File: src/hdl/rotate_left_pkg.sv
// package for the rotate-left unit: encodings, register map, state types
// assumes an axi4-lite master and a core decoder on the same aclk
package rotate_left_pkg;

    // instruction word fields
    localparam logic [5:0]  OPC_ROT_CARRY   = 6'h0d;   // 0011 01
    localparam logic [5:0]  OPC_ROT_NOCARRY = 6'h11;   // 0100 01
    localparam int          OPC_HI          = 15;
    localparam int          OPC_LO          = 10;
    localparam int          DEST_BIT        = 9;
    localparam int          BANK_BIT        = 8;
    localparam logic        DEST_ACC        = 1'h0;
    localparam logic        BANK_FIXED      = 1'h0;

    // fixed access bank split
    localparam logic [7:0]  ACCESS_SPLIT    = 8'h80;
    localparam logic [3:0]  ACCESS_LO_BANK  = 4'h0;
    localparam logic [3:0]  ACCESS_HI_BANK  = 4'hf;

    // register map
    localparam logic [7:0]  OFF_BANK        = 8'h00;
    localparam logic [7:0]  OFF_ACC         = 8'h04;
    localparam logic [7:0]  OFF_FLAGS       = 8'h08;
    localparam logic [7:0]  OFF_COUNT       = 8'h0c;
    localparam int          FLAG_C          = 0;
    localparam int          FLAG_Z          = 2;
    localparam int          FLAG_N          = 4;
    localparam logic [3:0]  BANK_RESET      = 4'h0;
    localparam logic [7:0]  ACC_RESET       = 8'h00;
    localparam logic [1:0]  RESP_OKAY       = 2'h0;
    localparam logic [1:0]  RESP_SLVERR     = 2'h2;

    typedef enum logic [1:0] {
        PH_DECODE  = 2'b00,
        PH_READ    = 2'b01,
        PH_PROCESS = 2'b10,
        PH_WRITE   = 2'b11
    } phase_t;

    typedef struct packed {
        logic        valid;
        logic [15:0] word;
    } instr_t;

    typedef struct packed {
        logic        rd_en;
        logic        wr_en;
        logic [11:0] addr;
        logic [7:0]  wdata;
    } rf_req_t;

    typedef struct packed {
        phase_t      phase;
        logic        busy;
        logic        carry_op;
        logic        dest_acc;
        logic [7:0]  operand;
        logic [7:0]  result;
        rf_req_t     rf;
        logic [7:0]  acc;
        logic        c;
        logic        z;
        logic        n;
        logic [3:0]  bank;
        logic [31:0] count;
        logic        aw_held;
        logic        w_held;
        logic [7:0]  awaddr;
        logic [31:0] wdata;
        logic [3:0]  wstrb;
        logic        bvalid;
        logic [1:0]  bresp;
        logic        rvalid;
        logic [31:0] rdata;
        logic [1:0]  rresp;
    } state_t;

endpackage : rotate_left_pkg

File: src/hdl/rotate_left_unit.sv
// rotate-left datapath with axi4-lite register access
// assumes register file answers rf_rdata combinationally while rf_rd_en is high
//
// Overview of operation
// - through-carry rotate: bit7 into carry, old carry into bit0; update C,N,Z
// - no-carry rotate: bit7 into bit0; update N,Z only, carry kept
// - destination bit 0 writes accumulator, 1 writes back source register
// - bank bit 0 uses fixed access bank, 1 uses bank select register
// - 16-bit word: opcode, destination bit, bank bit, 8-bit register address
//
// The placing of the registers and the AXI4-Lite register port were chosen for this implementation.
module rotate_left_unit (
    // clock and reset
    input  wire logic                    aclk,
    input  wire logic                    aresetn,
    // core decoder
    input  wire rotate_left_pkg::instr_t instr,
    output logic                         instr_ready,
    // data register file
    output rotate_left_pkg::rf_req_t     rf_req,
    input  wire logic [7:0]              rf_rdata,
    // axi4-lite write
    input  wire logic                    s_axi_awvalid,
    output logic                         s_axi_awready,
    input  wire logic [7:0]              s_axi_awaddr,
    input  wire logic                    s_axi_wvalid,
    output logic                         s_axi_wready,
    input  wire logic [31:0]             s_axi_wdata,
    input  wire logic [3:0]              s_axi_wstrb,
    output logic                         s_axi_bvalid,
    input  wire logic                    s_axi_bready,
    output logic [1:0]                   s_axi_bresp,
    // axi4-lite read
    input  wire logic                    s_axi_arvalid,
    output logic                         s_axi_arready,
    input  wire logic [7:0]              s_axi_araddr,
    output logic                         s_axi_rvalid,
    input  wire logic                    s_axi_rready,
    output logic [31:0]                  s_axi_rdata,
    output logic [1:0]                   s_axi_rresp,
    // core state
    output logic [7:0]                   acc_out,
    output logic [2:0]                   flags_out
);

    rotate_left_pkg::state_t s_q;
    rotate_left_pkg::state_t s_d;

    logic [5:0] opcode;
    logic       hit_carry;
    logic       hit_nocarry;
    logic [7:0] faddr;
    logic [7:0] rot;
    logic       wr_go;
    logic       mapped_w;
    logic       mapped_r;

    ////////////////////////////////////////////////////////////////////////////
    // decode

    assign opcode      = instr.word[rotate_left_pkg::OPC_HI:rotate_left_pkg::OPC_LO];
    assign hit_carry   = opcode == rotate_left_pkg::OPC_ROT_CARRY;
    assign hit_nocarry = opcode == rotate_left_pkg::OPC_ROT_NOCARRY;
    assign faddr       = instr.word[7:0];
    assign instr_ready = s_q.phase == rotate_left_pkg::PH_DECODE;

    // rotate by one, bit0 from carry or bit7
    assign rot = {s_q.operand[6:0], s_q.carry_op ? s_q.c : s_q.operand[7]};

    assign wr_go    = s_q.aw_held && s_q.w_held && !s_q.bvalid;
    assign mapped_w = s_q.awaddr == rotate_left_pkg::OFF_BANK || s_q.awaddr == rotate_left_pkg::OFF_ACC
                   || s_q.awaddr == rotate_left_pkg::OFF_FLAGS;
    assign mapped_r = s_axi_araddr == rotate_left_pkg::OFF_BANK || s_axi_araddr == rotate_left_pkg::OFF_ACC
                   || s_axi_araddr == rotate_left_pkg::OFF_FLAGS || s_axi_araddr == rotate_left_pkg::OFF_COUNT;

    ////////////////////////////////////////////////////////////////////////////
    // next state

    always_comb begin
        s_d          = s_q;
        s_d.rf.rd_en = 1'b0;
        s_d.rf.wr_en = 1'b0;

        // four-phase sequence, free running
        unique case (s_q.phase)
            rotate_left_pkg::PH_DECODE: begin
                s_d.phase = rotate_left_pkg::PH_READ;
                s_d.busy  = instr.valid && (hit_carry || hit_nocarry);
                if (instr.valid && (hit_carry || hit_nocarry)) begin
                    s_d.carry_op = hit_carry;
                    s_d.dest_acc = instr.word[rotate_left_pkg::DEST_BIT] == rotate_left_pkg::DEST_ACC;
                    s_d.rf.rd_en = 1'b1;
                    if (instr.word[rotate_left_pkg::BANK_BIT] == rotate_left_pkg::BANK_FIXED) begin
                        s_d.rf.addr = {(faddr < rotate_left_pkg::ACCESS_SPLIT) ? rotate_left_pkg::ACCESS_LO_BANK
                                                                               : rotate_left_pkg::ACCESS_HI_BANK,
                                       faddr};
                    end else begin
                        s_d.rf.addr = {s_q.bank, faddr};
                    end
                end
            end
            rotate_left_pkg::PH_READ: begin
                s_d.phase = rotate_left_pkg::PH_PROCESS;
                if (s_q.busy) begin
                    s_d.operand = rf_rdata;
                end
            end
            rotate_left_pkg::PH_PROCESS: begin
                s_d.phase = rotate_left_pkg::PH_WRITE;
                if (s_q.busy) begin
                    s_d.result   = rot;
                    s_d.rf.wdata = rot;
                    s_d.rf.wr_en = !s_q.dest_acc;
                end
            end
            rotate_left_pkg::PH_WRITE: begin
                s_d.phase = rotate_left_pkg::PH_DECODE;
            end
        endcase

        // software writes
        if (s_axi_awvalid && s_axi_awready) begin
            s_d.aw_held = 1'b1;
            s_d.awaddr  = s_axi_awaddr;
        end
        if (s_axi_wvalid && s_axi_wready) begin
            s_d.w_held = 1'b1;
            s_d.wdata  = s_axi_wdata;
            s_d.wstrb  = s_axi_wstrb;
        end
        if (wr_go) begin
            s_d.aw_held = 1'b0;
            s_d.w_held  = 1'b0;
            s_d.bvalid  = 1'b1;
            s_d.bresp   = mapped_w ? rotate_left_pkg::RESP_OKAY : rotate_left_pkg::RESP_SLVERR;
            if (s_q.wstrb[0]) begin
                unique case (s_q.awaddr)
                    rotate_left_pkg::OFF_BANK:  s_d.bank = s_q.wdata[3:0];
                    rotate_left_pkg::OFF_ACC:   s_d.acc  = s_q.wdata[7:0];
                    rotate_left_pkg::OFF_FLAGS: begin
                        s_d.c = s_q.wdata[rotate_left_pkg::FLAG_C];
                        s_d.z = s_q.wdata[rotate_left_pkg::FLAG_Z];
                        s_d.n = s_q.wdata[rotate_left_pkg::FLAG_N];
                    end
                    default: ;
                endcase
            end
        end
        if (s_q.bvalid && s_axi_bready) begin
            s_d.bvalid = 1'b0;
        end

        // instruction completion wins over a software write in the same cycle
        if (s_q.phase == rotate_left_pkg::PH_WRITE && s_q.busy) begin
            if (s_q.dest_acc) begin
                s_d.acc = s_q.result;
            end
            s_d.n = s_q.result[7];
            s_d.z = s_q.result == 8'h00;
            if (s_q.carry_op) begin
                s_d.c = s_q.operand[7];
            end
            s_d.count = s_q.count + 32'h1;
            s_d.busy  = 1'b0;
        end

        // software reads
        if (s_axi_arvalid && s_axi_arready) begin
            s_d.rvalid = 1'b1;
            s_d.rresp  = mapped_r ? rotate_left_pkg::RESP_OKAY : rotate_left_pkg::RESP_SLVERR;
            s_d.rdata  = 32'h0;
            unique case (s_axi_araddr)
                rotate_left_pkg::OFF_BANK:  s_d.rdata[3:0] = s_q.bank;
                rotate_left_pkg::OFF_ACC:   s_d.rdata[7:0] = s_q.acc;
                rotate_left_pkg::OFF_FLAGS: begin
                    s_d.rdata[rotate_left_pkg::FLAG_C] = s_q.c;
                    s_d.rdata[rotate_left_pkg::FLAG_Z] = s_q.z;
                    s_d.rdata[rotate_left_pkg::FLAG_N] = s_q.n;
                end
                rotate_left_pkg::OFF_COUNT: s_d.rdata = s_q.count;
                default: ;
            endcase
        end else if (s_q.rvalid && s_axi_rready) begin
            s_d.rvalid = 1'b0;
        end
    end

    ////////////////////////////////////////////////////////////////////////////
    // state register

    always_ff @(posedge aclk) begin
        if (!aresetn) begin
            s_q       <= '0;
            s_q.phase <= rotate_left_pkg::PH_DECODE;
            s_q.bank  <= rotate_left_pkg::BANK_RESET;
            s_q.acc   <= rotate_left_pkg::ACC_RESET;
        end else begin
            s_q <= s_d;
        end
    end

    ////////////////////////////////////////////////////////////////////////////
    // outputs

    assign rf_req        = s_q.rf;
    assign s_axi_awready = !s_q.aw_held && !s_q.bvalid;
    assign s_axi_wready  = !s_q.w_held && !s_q.bvalid;
    assign s_axi_bvalid  = s_q.bvalid;
    assign s_axi_bresp   = s_q.bresp;
    assign s_axi_arready = !s_q.rvalid;
    assign s_axi_rvalid  = s_q.rvalid;
    assign s_axi_rdata   = s_q.rdata;
    assign s_axi_rresp   = s_q.rresp;
    assign acc_out       = s_q.acc;
    assign flags_out     = {s_q.n, s_q.z, s_q.c};

endmodule : rotate_left_unit

File: config.mk
export PLATFORM = sky130hd
export DESIGN_NAME = rotate_left_unit
export DESIGN_NICKNAME = d
export VERILOG_FILES = /design/src/hdl/rotate_left_pkg.sv /design/src/hdl/rotate_left_unit.sv
export SDC_FILE = /design/constraint.sdc
export NUM_CORES = 1
export LEC_CHECK = 0
export BUFFER_PORTS_ARGS = -buffer_cell sky130_fd_sc_hd__buf_2
export CORE_MARGIN = 2
export CORE_UTILIZATION = 57
export DETAILED_ROUTE_END_ITERATION = 8
export PLACE_DENSITY = 0.81
export SLEW_MARGIN = 5
export SYNTH_ARGS = -nofsm -noshare
export SYNTH_HDL_FRONTEND = slang
export SYNTH_SLANG_ARGS = --single-unit
File: constraint.sdc
create_clock -name aclk -period 4.05 [get_ports aclk]
set_input_delay 0.405 -clock aclk [delete_from_list [all_inputs] [get_ports aclk]]
set_output_delay 0.405 -clock aclk [all_outputs]
set_load 0.02 [all_outputs]
==> reports/results.tsv <==
stage	metric	value	unit
layout	fill count	868	
critical_path	worst endpoint data arrival time	2.78	ns
layout	# nets final	839	
synth	post-synthesis sequential area ratio	0.4449	
sta	final number of max-transition violations	0	
critical_path	Crit path max-delay family	simple AND/OR/NAND/NOR gates	
global_routing	first-pass GRT wire length	22610	um
sta	Final Cycle Share	0.5769	
critical_path	CP endpoint kind	flop	
die	core area	10420	um^2
pwr	PD cells	435.5	nW/um^2
critical_path	critical path cell sequence	and4_1, nand4_2, or4_1, a21oi_1	
route	final wirelength	14020	um
clock_tree	clock tree root driver cell	clkbuf_8	
hold_path	Hold Path Depth	2	
pwr	proportion of power drawn by combinational gates	0.065	
place	HPWL Detailed	9743	um
global_routing	antenna violations before repair	0	
critical_path	number of cells on the critical path	4	
sta	final setup fails	0	
outcome	status	finished clean	
route	DRC	0	
sta	Fmax	428.0	MHz
sta	total negative slack	0	ns
layout	FF+latch area	2743	um^2
pwr	Leak	2.851	nW
synth	top cells by area, synth	dfxtp_1 44%, buf_4 8.4%, a21oi_1 5.8%	
die	Chip Height	108.0	um
synth	Unique masters post-synth	50	
layout	# diodes	0	
critical_path	CP Class	reg -> reg	
global_routing	largest net degree at the start of global routing	85	
clock_tree	post-CTS sizing	0	
critical_path	slowest stage delay, CP	0.68	ns
global_routing	vias in the first global route	4879	
clock_tree	total CTS buffers	17	
sta	RSZ-0062 raised after global routing	no	
pwr	register share of total power	0.466	
synth	Warnings, synthesis	0	
clock_tree	clk buf depth	2	
sta	fin crit period	2.336	ns
layout	Layout Cells excl Fill	899	
pwr	Max VDD drop	0.2206	mV
critical_path	Critical Path RT	4.49	ns
layout	area of the multi-input gates	2710	um^2
critical_path	Worst R2R Path Depth	4	
synth	Post-Syn Instances	704	
pwr	Psw	0.0006936	W
route	Iter 0 DRT Violations	289	
global_routing	Total GRT Usage	0.2462	
clock_tree	Worst-path clk slew	0.06	ns
synth	Post-synth top cells	137 x dfxtp_1, 82 x nand2_1, 71 x a21oi_1, 71 x nor2_1, 69 x buf_4	
route	Via Count	5099	
die	die area	11660	um^2
synth	Post-synth EDFFs	0	
route	number of detailed-route iterations in the first pass	5	
pwr	Clk pwr share	0.469	
critical_path	crit start category	flop	
pwr	Sw Share	0.2318	
place	Post-Place Cells	867	
route	Via-to-Cell Ratio	5.672	
clock_tree	Skew-Pair Late Insertion Delay	0.52	ns
pwr	Internal	0.002299	W
synth	#FFs+latches synth	137	
critical_path	Crit path buffers/inverters	0	
route	Post-DRT Antenna Nets	0	
layout	Area Growth Syn to Fin	11.47	%
die	die width	108.0	um
clock_tree	post-CTS setup buffers	0	
die	Initial Utilization	0.5918	
sta	Clock Skew	0.007436	ns
place	Port Buf Inserts	129	
hold_path	HP Class	in -> reg	
clock_tree	Post-CTS Hold Buffers	0	
die	num ports	159	
global_routing	grt total ovfl	0	
synth	ys async rst share	0	
synth	top cell type by total area after synthesis	dfxtp_1	
clock_tree	CTS tree	yes	
sta	Slew @ Worst Pin	1.221	ns
route	drt wl/cell	15.60	um
clock_tree	H-tree Lvls	4	
place	GPL Wtd Cong	0.8573	
synth	count leader, synth	dfxtp_1	
layout	share of post-route cells with drive strength above 1	0.2307	
die	num rows	37	
critical_path	Critical Path Slowest Stage Cell	dfxtp_1	
sta	slew margin rel.	0.1798	
synth	Cell Area, Synth	6165	um^2
synth	Yosys top cell area share	0.4449	
synth	Main synth FF type	dfxtp_1	
flow_run	max-cap violation count	0	
synth	mean post-synth cell area	8.757	um^2
sta	final hold violations	0	
clock_tree	Clock Sink Count	137	
critical_path	worst-path maximum fanout	19	
[path summary, 6_finish.rpt]
path,slack [ns],start,end
max,1.71,s_q[171]$_SDFFE_PP0P_,s_q[115]$_SDFFE_PN0P_
min,0.06,instr[9],s_q[169]$_SDFFE_PN0P_
max reg2reg,1.71,s_q[171]$_SDFFE_PP0P_,s_q[115]$_SDFFE_PN0P_
min reg2reg,0.45,s_q[75]$_SDFFE_PN0P_,s_q[75]$_SDFFE_PN0P_
[final cells by class]
class / instances / area share
Timing Repair Buffer: 131 / 0.09796
Inverter: 9 / 0.005098
Tap cell: 136 / 0.02476
Sequential cell: 137 / 0.3991
Clock inverter: 8 / 0.01020
Clock buffer: 24 / 0.06846
Multi-Input combinational cell: 454 / 0.3944
[worst reg2reg max path, delay by kind of cell (launching register included)]
kind,cells,cell delay (ns)
flops,1,0.68
simple gates,3,1.43
compound gates,1,0.15
[flip-flops by register name, indices dropped and copies added (netlist names), 3 cells and up]
name and cells:
acc_out 8, flags_out 3, rf_req 22, rot 7
s_axi_rdata 32, s_q 61
[cells in the final DEF (no fill, tap or decap), drive strengths merged, types with 2 or more instances in the layout]
master    instances
nor2b             3
and2             12
nor4              6
nor3b             2
clkbuf           24
nand2            82
nand3            17
or3               7
and3              2
clkinv            6
xor2              6
inv               8
a211oi            7
nand2b            5
mux2              2
and4              6
conb              2
or4              14
o21ai            20
and3b             4
a21oi            71
buf             131
a22oi            28
mux2i            29
clkinvlp          2
dfxtp           137
nor3              5
nor2             71
ha                5
xnor2             5
a22o              2
o31ai            13
nand4            19
mux4              2
[logic make-up after synthesis]
family / share of synthesized area
buffers and inverters: 0.1161
AND/OR/NAND/NOR: 0.2166
XOR/XNOR: 0.01563
multiplexers: 0.05805
flip-flops: 0.4449
AO/OA/AOI/OAI: 0.1380
adder cells (fa/ha/maj): 0.01015
other: 0.0006083
[power by group through the flow]
stage | sequential, W | clock, W | combinational [W]
finish | 0.00139 | 0.00140 | 0.000196
global route | 0.00140 | 0.00147 | 0.000219
CTS | 0.00139 | 0.00142 | 0.000197
detailed placement | 0.00142 | 0 | 0.000195
global placement | 0.00142 | 0 | 0.000185
floorplan | 0.00142 | 0 | 0.000134
[per-layer routing]
metal  global-route usage  share of wire  up-vias
met4               0.1227          0.030        0
met2               0.4187           0.50      156
met1               0.2960           0.41     2396
met5                    0              0        -
li1                     -              -     2505
met3              0.05063          0.055       42
[through the flow]
| stage | worst slack (ns) | utilization | area (um^2) | power, W | hold WS [ns] |
|---|---|---|---|---|---|
| finish | 1.714 | 0.6597 | 6872 | 0.002993 | 0.05953 |
| global route | 1.584 | 0.6597 | 6872 | 0.003085 | 0.05018 |
| CTS | 1.749 | 0.6597 | 6872 | 0.003007 | 0.03732 |
| detailed placement | 1.550 | 0.6078 | 6331 | 0.001618 | 0.4479 |
| global placement | 1.657 | 0.6078 | 6331 | 0.001606 | 0.4434 |
| floorplan | 2.346 | - | 6168 | 0.001551 | 0.4258 |
Note: power is estimated with default switching activity, not from simulation.
